`config.mk`:
```
export PLATFORM = sky130hd
export DESIGN_NAME = cses_top
export DESIGN_NICKNAME = d
export VERILOG_FILES = /design/src/inc/cses_pkg.sv /design/src/verilog/cses_abort_enc.sv /design/src/verilog/cses_top.sv
export SDC_FILE = /design/constraint.sdc
export NUM_CORES = 1
export LEC_CHECK = 0
export BUFFER_PORTS_ARGS = -buffer_cell sky130_fd_sc_hd__buf_2
export CAP_MARGIN = 10
export CORE_MARGIN = 2
export CORE_UTILIZATION = 58
export CTS_CLUSTER_DIAMETER = 80
export DETAILED_ROUTE_END_ITERATION = 8
export GPL_ROUTABILITY_DRIVEN = 0
export GPL_TIMING_DRIVEN = 0
export PLACE_DENSITY = 0.87
export SLEW_MARGIN = 15
export SYNTH_ARGS = -nofsm -noshare
export SYNTH_HDL_FRONTEND = slang
export SYNTH_HIERARCHICAL = 1
export SYNTH_SLANG_ARGS = --single-unit
```
`constraint.sdc`:
```
create_clock -name i_clk -period 3.8 [get_ports i_clk]
set_clock_uncertainty 0.2 [all_clocks]
set_input_delay 1.14 -clock i_clk [delete_from_list [all_inputs] [get_ports i_clk]]
set_output_delay 1.14 -clock i_clk [all_outputs]
set_load 0.005 [all_outputs]
```
`src/inc/cses_pkg.sv`:
```
// constants and types for the sdo abort, emergency and sync block
package cses_pkg;
	localparam logic [10:0] CSES_ID_EMCY_BASE  = 11'h080;
	localparam logic [10:0] CSES_ID_SDO_TX     = 11'h580;
	localparam logic [10:0] CSES_ID_SYNC_DEF   = 11'h080;
	localparam logic [7:0]  CSES_CS_ABORT      = 8'h80;
	localparam logic [3:0]  CSES_EMCY_DLC      = 4'h8;
	localparam logic [3:0]  CSES_SDO_DLC       = 4'h8;
	localparam logic [3:0]  CSES_SYNC_DLC      = 4'h0;
	localparam int          CSES_NPDO          = 4;
	localparam int          CSES_NERR          = 10;

	// abort reason select codes
	typedef enum logic [4:0] {
		CSES_AB_TOGGLE   = 5'h00,
		CSES_AB_CMD      = 5'h01,
		CSES_AB_ACC_UNS  = 5'h02,
		CSES_AB_RD_WO    = 5'h03,
		CSES_AB_WR_RO    = 5'h04,
		CSES_AB_NO_OBJ   = 5'h05,
		CSES_AB_MAP_NO   = 5'h06,
		CSES_AB_MAP_LEN  = 5'h07,
		CSES_AB_PAR_INC  = 5'h08,
		CSES_AB_INT_INC  = 5'h09,
		CSES_AB_LEN      = 5'h0A,
		CSES_AB_LEN_HI   = 5'h0B,
		CSES_AB_LEN_LO   = 5'h0C,
		CSES_AB_NO_SUB   = 5'h0D,
		CSES_AB_RANGE    = 5'h0E,
		CSES_AB_RNG_HI   = 5'h0F,
		CSES_AB_RNG_LO   = 5'h10,
		CSES_AB_MAX_MIN  = 5'h11,
		CSES_AB_GENERAL  = 5'h12,
		CSES_AB_NO_ACC   = 5'h13,
		CSES_AB_NO_STATE = 5'h14
	} cses_abort_t;

	// emergency event index, one per input bit
	localparam int CSES_EV_OVERCUR = 0;
	localparam int CSES_EV_OVERRUN = 1;
	localparam int CSES_EV_PASSIVE = 2;
	localparam int CSES_EV_GUARD   = 3;
	localparam int CSES_EV_BUSOFF  = 4;
	localparam int CSES_EV_PDO_DIS = 5;
	localparam int CSES_EV_PDO_LEN = 6;
	localparam int CSES_EV_DEV     = 7;
	localparam int CSES_EV_DEV_POS = 8;
	localparam int CSES_EV_CLEAR   = 9;

	localparam logic [15:0] CSES_EC_NONE    = 16'h0000;
	localparam logic [15:0] CSES_EC_OVERCUR = 16'h2310;
	localparam logic [15:0] CSES_EC_OVERRUN = 16'h8110;
	localparam logic [15:0] CSES_EC_PASSIVE = 16'h8120;
	localparam logic [15:0] CSES_EC_GUARD   = 16'h8130;
	localparam logic [15:0] CSES_EC_BUSOFF  = 16'h8140;
	localparam logic [15:0] CSES_EC_PDO_DIS = 16'h8210;
	localparam logic [15:0] CSES_EC_PDO_LEN = 16'h8220;
	localparam logic [15:0] CSES_EC_DEV_VEL = 16'h8611;
	localparam logic [15:0] CSES_EC_DEV_POS = 16'h8400;

	localparam logic [15:0] CSES_MK_OVERCUR = 16'h0001;
	localparam logic [15:0] CSES_MK_DEV     = 16'h0002;
	localparam logic [15:0] CSES_MK_PASSIVE = 16'h0040;
	localparam logic [15:0] CSES_MK_OVERRUN = 16'h0080;
	localparam logic [15:0] CSES_MK_GUARD   = 16'h0100;
	localparam logic [15:0] CSES_MK_BUSOFF  = 16'h0200;
	localparam logic [15:0] CSES_MK_PDO_LEN = 16'h2000;
	localparam logic [15:0] CSES_MK_PDO_DIS = 16'h4000;

	localparam int CSES_ER_CURRENT = 1;
	localparam int CSES_ER_COMM    = 4;
	localparam int CSES_ER_DEVICE  = 5;
	localparam logic [7:0] CSES_ER_RESET = 8'h00;
	localparam logic [15:0] CSES_MASK_RESET = 16'hFFFF;

	// transmission types counted as synchronous
	localparam logic [7:0] CSES_TT_SYNC_LO = 8'h00;
	localparam logic [7:0] CSES_TT_SYNC_HI = 8'hF0;

	// delay time unit and rate
	localparam int CSES_CLK_HZ    = 50_000_000;
	localparam int CSES_TICK_US   = 1000;
	localparam int CSES_TICK_CYC  = CSES_CLK_HZ / 1_000_000 * CSES_TICK_US;
endpackage : cses_pkg

```
`src/verilog/cses_abort_enc.sv`:
```
// abort code encoder: reason select to class, code, additional code
`timescale 1ns/1ps
`default_nettype none
module cses_abort_enc
	import cses_pkg::*;
(
	input  wire logic [4:0]  i_sel,
	output logic      [7:0]  o_class,
	output logic      [7:0]  o_code,
	output logic      [15:0] o_addl
);
	logic [31:0] ab_word;

	// lookup of class, code and additional code as one word
	always_comb begin
		ab_word = 32'h08000000;
		case (cses_abort_t'(i_sel))
			CSES_AB_TOGGLE:   ab_word = 32'h05030000;
			CSES_AB_CMD:      ab_word = 32'h05040001;
			CSES_AB_ACC_UNS:  ab_word = 32'h06010000;
			CSES_AB_RD_WO:    ab_word = 32'h06010001;
			CSES_AB_WR_RO:    ab_word = 32'h06010002;
			CSES_AB_NO_OBJ:   ab_word = 32'h06020000;
			CSES_AB_NO_SUB:   ab_word = 32'h06090011;
			CSES_AB_LEN:      ab_word = 32'h06070010;
			CSES_AB_LEN_HI:   ab_word = 32'h06070012;
			CSES_AB_LEN_LO:   ab_word = 32'h06070013;
			CSES_AB_RANGE:    ab_word = 32'h06090030;
			CSES_AB_RNG_HI:   ab_word = 32'h06090031;
			CSES_AB_RNG_LO:   ab_word = 32'h06090032;
			CSES_AB_MAX_MIN:  ab_word = 32'h06090036;
			CSES_AB_MAP_NO:   ab_word = 32'h06040041;
			CSES_AB_MAP_LEN:  ab_word = 32'h06040042;
			CSES_AB_PAR_INC:  ab_word = 32'h06040043;
			CSES_AB_INT_INC:  ab_word = 32'h06040047;
			CSES_AB_GENERAL:  ab_word = 32'h08000000;
			CSES_AB_NO_ACC:   ab_word = 32'h08000020;
			CSES_AB_NO_STATE: ab_word = 32'h08000022;
			default:          ab_word = 32'h08000000; // unknown: general error
		endcase
	end

	// split into the three abort fields
	assign o_class = ab_word[31:24];
	assign o_code  = ab_word[23:16];
	assign o_addl  = ab_word[15:0];
endmodule : cses_abort_enc
`default_nettype wire

```
`src/verilog/cses_top.sv`:
```
// sdo abort, emergency composer and sync receiver of a can node
`timescale 1ns/1ps
`default_nettype none
module cses_top
	import cses_pkg::*;
#(
	parameter int NPDO = CSES_NPDO
)(
	input  wire logic               i_clk,
	input  wire logic               i_nrst,
	input  wire logic [6:0]         i_node_id,
	// sdo abort request
	input  wire logic               i_sdo_abort,
	input  wire logic [4:0]         i_abort_sel,
	input  wire logic [15:0]        i_sdo_index,
	input  wire logic [7:0]         i_sdo_subindex,
	// emergency configuration and events
	input  wire logic [15:0]        i_emcy_mask,
	input  wire logic [15:0]        i_vendor_fault,
	input  wire logic [CSES_NERR-1:0] i_err_evt,
	input  wire logic               i_overcur,
	input  wire logic [15:0]        i_err_delay,
	// sync configuration and reception
	input  wire logic [10:0]        i_sync_id,
	input  wire logic               i_sync_id_set,
	input  wire logic               i_rx_valid,
	input  wire logic [10:0]        i_rx_id,
	input  wire logic [3:0]         i_rx_dlc,
	input  wire logic [8*NPDO-1:0]  i_pdo_ttype,
	// transmit frame port
	input  wire logic               i_tx_ready,
	output logic                    o_tx_valid,
	output logic      [10:0]        o_tx_id,
	output logic      [3:0]         o_tx_dlc,
	output logic      [63:0]        o_tx_data,
	// status
	output logic      [7:0]         o_err_reg,
	output logic      [15:0]        o_last_code,
	output logic      [NPDO-1:0]    o_pdo_trig,
	output logic      [10:0]        o_sync_id
);
	// elaboration check: trigger vector serves 1 to 16 pdos
	if (NPDO < 1 || NPDO > 16) begin : g_bad_npdo
		$error("cses_top: NPDO out of range");
	end

	typedef enum logic [1:0] {
		CSES_ST_IDLE  = 2'b00,
		CSES_ST_ABORT = 2'b01,
		CSES_ST_EMCY  = 2'b10
	} cses_st_t;

	typedef struct packed {
		cses_st_t        st;
		logic            tx_valid;
		logic [10:0]     tx_id;
		logic [3:0]      tx_dlc;
		logic [63:0]     tx_data;
		logic [7:0]      err_reg;
		logic [15:0]     last_code;
		logic [NPDO-1:0] pdo_trig;
		logic [10:0]     sync_id;
		logic [CSES_NERR-1:0] pend;
		logic            ab_pend;
		logic [63:0]     ab_data;
		logic [15:0]     tick_cnt;
		logic [15:0]     delay_cnt;
		logic            oc_sent;
	} cses_state_t;

	cses_state_t s_r;
	cses_state_t s_nxt;

	logic [7:0]  ab_class;
	logic [7:0]  ab_code;
	logic [15:0] ab_addl;
	logic        tick;
	logic        oc_fire;
	logic [15:0] ev_code [CSES_NERR];
	logic [15:0] ev_mask [CSES_NERR];
	logic [7:0]  ev_bit  [CSES_NERR];
	logic [CSES_NERR-1:0] ev_all;
	logic [NPDO-1:0] pdo_sync;
	logic        sync_hit;
	logic        tx_take;
	logic [10:0] sdo_id;
	logic [10:0] emcy_id;

	cses_abort_enc u_enc (
		.i_sel   (i_abort_sel),
		.o_class (ab_class),
		.o_code  (ab_code),
		.o_addl  (ab_addl)
	);

	// event tables: code, mask bit and error register bit
	always_comb begin
		for (int k = 0; k < CSES_NERR; k++) begin
			ev_code[k] = CSES_EC_NONE;
			ev_mask[k] = 16'h0000;
			ev_bit[k]  = 8'h00;
		end
		ev_code[CSES_EV_OVERCUR] = CSES_EC_OVERCUR;
		ev_mask[CSES_EV_OVERCUR] = CSES_MK_OVERCUR;
		ev_bit[CSES_EV_OVERCUR]  = 8'(1 << CSES_ER_CURRENT);
		// communication faults
		ev_code[CSES_EV_OVERRUN] = CSES_EC_OVERRUN;
		ev_mask[CSES_EV_OVERRUN] = CSES_MK_OVERRUN;
		ev_code[CSES_EV_PASSIVE] = CSES_EC_PASSIVE;
		ev_mask[CSES_EV_PASSIVE] = CSES_MK_PASSIVE;
		ev_code[CSES_EV_GUARD]   = CSES_EC_GUARD;
		ev_mask[CSES_EV_GUARD]   = CSES_MK_GUARD;
		ev_code[CSES_EV_BUSOFF]  = CSES_EC_BUSOFF;
		ev_mask[CSES_EV_BUSOFF]  = CSES_MK_BUSOFF;
		// pdo length faults
		ev_code[CSES_EV_PDO_DIS] = CSES_EC_PDO_DIS;
		ev_mask[CSES_EV_PDO_DIS] = CSES_MK_PDO_DIS;
		ev_code[CSES_EV_PDO_LEN] = CSES_EC_PDO_LEN;
		ev_mask[CSES_EV_PDO_LEN] = CSES_MK_PDO_LEN;
		for (int k = CSES_EV_OVERRUN; k <= CSES_EV_PDO_LEN; k++)
			ev_bit[k] = 8'(1 << CSES_ER_COMM);
		// speed deviation, velocity and position mode
		ev_code[CSES_EV_DEV]     = CSES_EC_DEV_VEL;
		ev_mask[CSES_EV_DEV]     = CSES_MK_DEV;
		ev_bit[CSES_EV_DEV]      = 8'(1 << CSES_ER_DEVICE);
		ev_code[CSES_EV_DEV_POS] = CSES_EC_DEV_POS;
		ev_mask[CSES_EV_DEV_POS] = CSES_MK_DEV;
		ev_bit[CSES_EV_DEV_POS]  = 8'(1 << CSES_ER_DEVICE);
	end

	// millisecond tick for the overcurrent delay
	assign tick = (s_r.tick_cnt == 16'(CSES_TICK_CYC - 1));
	assign oc_fire = i_overcur && !s_r.oc_sent &&
		(s_r.delay_cnt >= i_err_delay) && tick;

	// incoming events, overcurrent is delay qualified
	always_comb begin
		ev_all = i_err_evt;
		ev_all[CSES_EV_OVERCUR] = oc_fire;
		ev_all[CSES_EV_CLEAR] = 1'b0;
	end

	// per pdo sync qualification
	generate
		for (genvar g = 0; g < NPDO; g++) begin : g_pdo
			assign pdo_sync[g] =
				(i_pdo_ttype[8*g +: 8] >= CSES_TT_SYNC_LO) &&
				(i_pdo_ttype[8*g +: 8] <= CSES_TT_SYNC_HI);
		end
	endgenerate

	assign sync_hit = i_rx_valid && (i_rx_id == s_r.sync_id) &&
		(i_rx_dlc == CSES_SYNC_DLC);

	// frame handed to the transmitter at this edge
	assign tx_take = s_r.tx_valid && i_tx_ready;

	// own identifiers: function base plus node id
	assign sdo_id  = 11'(CSES_ID_SDO_TX + 11'(i_node_id));
	assign emcy_id = 11'(CSES_ID_EMCY_BASE + 11'(i_node_id));

	// next state
	always_comb begin
		logic [CSES_NERR-1:0] pend;
		logic [CSES_NERR-1:0] fresh;
		logic found;
		s_nxt = s_r;
		pend  = s_r.pend;
		fresh = '0;
		found = 1'b0;
		s_nxt.pdo_trig = '0;
		s_nxt.tick_cnt = tick ? 16'h0000 : 16'(s_r.tick_cnt + 16'h0001);
		// overcurrent duration counter
		if (!i_overcur) begin
			s_nxt.delay_cnt = 16'h0000;
			s_nxt.oc_sent   = 1'b0;
		end else if (tick && s_r.delay_cnt != 16'hFFFF) begin
			s_nxt.delay_cnt = 16'(s_r.delay_cnt + 16'h0001);
		end
		if (oc_fire)
			s_nxt.oc_sent = 1'b1;
		// sync id configuration
		if (i_sync_id_set)
			s_nxt.sync_id = i_sync_id;
		if (sync_hit)
			s_nxt.pdo_trig = pdo_sync;
		// deviation cleared by state change or new positioning
		if (i_err_evt[CSES_EV_CLEAR])
			s_nxt.err_reg[CSES_ER_DEVICE] = 1'b0;

		// latch abort request as a complete frame, byte 0 lowest
		if (i_sdo_abort && !s_r.ab_pend) begin
			s_nxt.ab_pend = 1'b1;
			s_nxt.ab_data = {
				ab_class,
				ab_code,
				ab_addl[7:0],
				ab_addl[15:8],
				i_sdo_subindex,
				i_sdo_index[15:8],
				i_sdo_index[7:0],
				CSES_CS_ABORT
			};
		end

		// masked events set pending and error register bits
		for (int k = 0; k < CSES_NERR; k++) begin
			if (ev_all[k] && (i_emcy_mask & ev_mask[k]) != 16'h0000) begin
				fresh[k] = 1'b1;
				s_nxt.err_reg = s_nxt.err_reg | ev_bit[k];
			end
		end

		// frame taken: offer drops for at least one cycle
		if (tx_take)
			s_nxt.tx_valid = 1'b0;

		// transmitter: abort first, then emergencies in index order
		case (s_r.st)
			CSES_ST_IDLE: begin
				if (s_r.ab_pend) begin
					s_nxt.st       = CSES_ST_ABORT;
					s_nxt.tx_valid = 1'b1;
					s_nxt.tx_id    = sdo_id;
					s_nxt.tx_dlc   = CSES_SDO_DLC;
					s_nxt.tx_data  = s_r.ab_data;
				end else begin
					for (int k = 0; k < CSES_NERR; k++) begin
						if (s_r.pend[k] && !found) begin
							found    = 1'b1;
							pend[k]  = 1'b0;
							s_nxt.st       = CSES_ST_EMCY;
							s_nxt.tx_valid = 1'b1;
							s_nxt.tx_id    = emcy_id;
							s_nxt.tx_dlc   = CSES_EMCY_DLC;
							s_nxt.tx_data  = {
								24'h000000,
								i_vendor_fault[15:8],
								i_vendor_fault[7:0],
								s_nxt.err_reg,
								ev_code[k][15:8],
								ev_code[k][7:0]
							};
							s_nxt.last_code = ev_code[k];
						end
					end
				end
			end
			CSES_ST_ABORT: begin
				if (tx_take) begin
					s_nxt.st      = CSES_ST_IDLE;
					s_nxt.ab_pend = 1'b0;
				end
			end
			CSES_ST_EMCY: begin
				if (tx_take)
					s_nxt.st = CSES_ST_IDLE;
			end
			default: s_nxt.st = CSES_ST_IDLE;
		endcase

		// an event arriving as its frame is picked stays pending
		s_nxt.pend = pend | fresh;
	end

	// state register, every field to its reset value
	always_ff @(posedge i_clk or negedge i_nrst) begin
		if (!i_nrst) begin
			s_r.st        <= CSES_ST_IDLE;
			s_r.tx_valid  <= 1'b0;
			s_r.tx_id     <= 11'h000;
			s_r.tx_dlc    <= 4'h0;
			s_r.tx_data   <= 64'h0000000000000000;
			s_r.err_reg   <= CSES_ER_RESET;
			s_r.last_code <= CSES_EC_NONE;
			s_r.pdo_trig  <= '0;
			s_r.sync_id   <= CSES_ID_SYNC_DEF;
			s_r.pend      <= '0;
			s_r.ab_pend   <= 1'b0;
			s_r.ab_data   <= 64'h0000000000000000;
			s_r.tick_cnt  <= 16'h0000;
			s_r.delay_cnt <= 16'h0000;
			s_r.oc_sent   <= 1'b0;
		end else begin
			s_r <= s_nxt;
		end
	end

	// outputs straight from the state register
	assign o_tx_valid  = s_r.tx_valid;
	assign o_tx_id     = s_r.tx_id;
	assign o_tx_dlc    = s_r.tx_dlc;
	assign o_tx_data   = s_r.tx_data;
	assign o_err_reg   = s_r.err_reg;
	assign o_last_code = s_r.last_code;
	assign o_pdo_trig  = s_r.pdo_trig;
	assign o_sync_id   = s_r.sync_id;
endmodule : cses_top
`default_nettype wire

```
==> run metrics <==
outcome=completed; post-placement setup slack=459 ps; CTS tree=built; sequential standard cell area=5010 um2; endpoint arrival time on the critical path=3000 ps; total iterations of the first detailed-routing run=6; H-Tree Depth=4; vias after detailed routing=8402; Synth Warn #=6; critical path endpoint category=register; final setup TNS=0 ps; cell type with the largest total area after synthesis=dfrtp_1; Layout area overhead=22.2%; standard cell core area=17300 um2; xor/xnor cell area share of the yosys netlist=0.0213; type of the most critical hold path=register to register; Final Hold Vio Count=0; All-Layer GR Usage=0.278; Mapped Area=10300 um2; area share of fa/ha/maj cells after synthesis=0.0304; pin count of the biggest net entering global routing=106; share of cells above drive strength 1=0.393; global-route congestion overflow total=0; die span in y=137 um; Detail Route Antenna Nets=0; Buf+Inv Stages, Crit Path=2; top flip-flop cell by instance count after synthesis=dfrtp_1; count of final max-slew check failures=0; simple-gate portion of the synthesized area=0.150; share of the synthesized area in the top cell type=0.484; library cell contributing the largest single delay on the critical path=nor4_2; antenna violations before repair=2; # rows=48; crit path launch type=register; WP data required=3880 ps; start point of the worst min-delay path=s_r[40]$_DFFE_PN0P_; depth of the worst register-to-register path=6; count of state elements after synthesis=200; post-CTS setup buffers=0; fillcell total=1249; Pwr per Cell Area=643 nW/um2; sequential-to-total area share from yosys stat=0.486; post-detailed-route via-to-cell ratio=5.43; clock-pin transition on the worst setup and hold timing paths=80 ps; hold worst-path end=s_r[40]$_DFFE_PN0P_; portion of the clock cycle consumed by the worst path in the final layout=0.768; share of flip-flops with an asynchronous set or reset=1.00; setup repair after global routing missed its margin=no; number of max-capacitance violations reported=0; number of synthesized flops with an enable pin=0; number of instances resized during post-cts repair=0; die footprint=18800 um2; peak supply drop=468 uV; remaining max-slew budget at the tightest pin=0.508; leading post-synthesis cells by instance count=dfrtp_1, nand2_1, buf_4; largest family of logic cells by synthesized area=simple AND/OR/NAND/NOR gates; highest net fanout along the worst path=10; Period minus WS final=2920 ps; number of buffers on the longest clock path=2; dominant cell by count in the synthesized netlist=dfrtp_1; total routed wirelength=26100 um; leakage dissipation=6.33 nW; Initial DRC Count=561; IO Count=278; root buffer cell=clkbuf_16; post-synthesis area per instance=10.3 um2; routed length per placed instance=16.9 um; fmax=343 MHz; gate count after technology mapping=1002; Port Buf Inserts=249; hold buffers post-CTS=0; Top reg by flops=s_r; endpoint of the worst-slack reg-to-reg timing path=o_tx_valid$_DFF_PN0_; number of flip-flops in the largest register=102; mux contribution to synthesized area=0.0897; dominant delay contributor by cell family on the critical path=simple AND/OR/NAND/NOR gates; worst-case register-to-register setup slack=880 ps; Skew-Pair Late Insertion Delay=430 ps; total number of nets in the final design=1490; worst-margin pin slew=733 ps; Compound-Gate Fraction of Synth Area=0.0931; beginning of the worst register-to-register path=s_r[103]$_DFF_PN0_; Num Clock Sinks=200; Synth area leaders=dfrtp_1, buf_4, mux2_2; delay of the slowest cell on the worst path=580 ps; distinct cell type count of the synthesized netlist=68; Worst Path Class, Setup=register to register; power after layout=8.09 mW; worst hold path stage count=1; Num CTS Buffers=17; critical-path cell list=nor4_2, nand3_1, o21ai_1, buf_2, clkbuf_1, o21ai_0; wire length of the first global-routing pass=40200 um; Remaining DRCs=0; multi-input combinational cell area=4100 um2; starting density of the core=0.595; placed wire-length estimate after detailed placement=19600 um; least setup slack across all paths after layout=883 ps; via count of the first global-routing pass=8241; setup violators final=0; chip width=137 um
==> logic make-up (layout without fill, tap and decap cells) <==
group           after synthesis  in the layout
flops                       200            200
xor+xnor                     25             25
other cells                   2             39
buf+inv                     210            492
fa+ha+maj                    25             25
compound gates              152            152
simple gates                305            305
mux                          83             83
==> worst max-delay path by stage <==
| stage | endpoint | cells after the start | from |
|---|---|---|---|
| finish | o_tx_valid$_DFF_PN0_ | 6 | s_r[103]$_DFF_PN0_ |
| detailed placement | s_r[73]$_DFFE_PN0P_ | 5 | i_sdo_abort |
| CTS | s_r[96]$_DFFE_PN0P_ | 5 | i_sdo_abort |
| global route | o_tx_valid$_DFF_PN0_ | 6 | s_r[103]$_DFF_PN0_ |
| floorplan | s_r[0]$_DFFE_PN0P_ | 7 | i_err_delay[13] |
| global placement | o_pdo_trig[0]$_DFF_PN0_ | 1 | i_nrst |
==> through the flow <==
stage           util  cell area, um2  std cells  hold WS [ps]
3_3_place_gp   0.691           12000       1511           251
4_1_cts        0.727           12600       1544           273
2_1_floorplan      -           10400       1037           240
5_1_grt        0.727           12600       1546           299
3_5_place_dp   0.693           12000       1512           254
6_report       0.727           12600       1546           272
==> cells in the final DEF, fill, tap and decap left out, types with 25 or more instances in the layout <==
master / Yosys / routed
clkbuf_1: 33 / 33
ha_1: 25 / 25
dfrtp_1: 199 / 199
o21ai_0: 25 / 25
buf_2: 3 / 251
nand2_1: 138 / 138
inv_1: 31 / 31
a21oi_1: 35 / 35
buf_4: 137 / 137
conb_1: 2 / 37
o22ai_1: 41 / 41
nand3_1: 52 / 52
mux2_2: 74 / 74
==> final cells by class <==
class | instances | share of cell area
clock buffer | 17 | 0.0338
clock inverter | 15 | 0.0125
multi-input combinational | 627 | 0.326
sequential | 200 | 0.398
timing repair buffer | 250 | 0.102
inverter | 32 | 0.00955
tap | 225 | 0.0224
antenna | 2 | 0.000398
buffer | 178 | 0.0955
==> routing by layer <==
metal  vias to the layer above  part of all wire  wire (um)  track usage
li1                       3932                 -          -            -
met1                      4110              0.37       9590        0.313
met2                       304              0.53      13900        0.509
met3                        56             0.062       1620       0.0504
met4                         0             0.038        981        0.131
met5                         -                 0          0            0
==> where the power goes <==
group | total, mW | internal [mW] | leakage [nW] | switching [mW]
combinational | 3.03 | 1.55 | 3.61 | 1.48
clock | 1.78 | 0.879 | 0.275 | 0.902
sequential | 3.28 | 2.84 | 2.45 | 0.441
No activity file was read; power rests on OpenSTA's default activity.
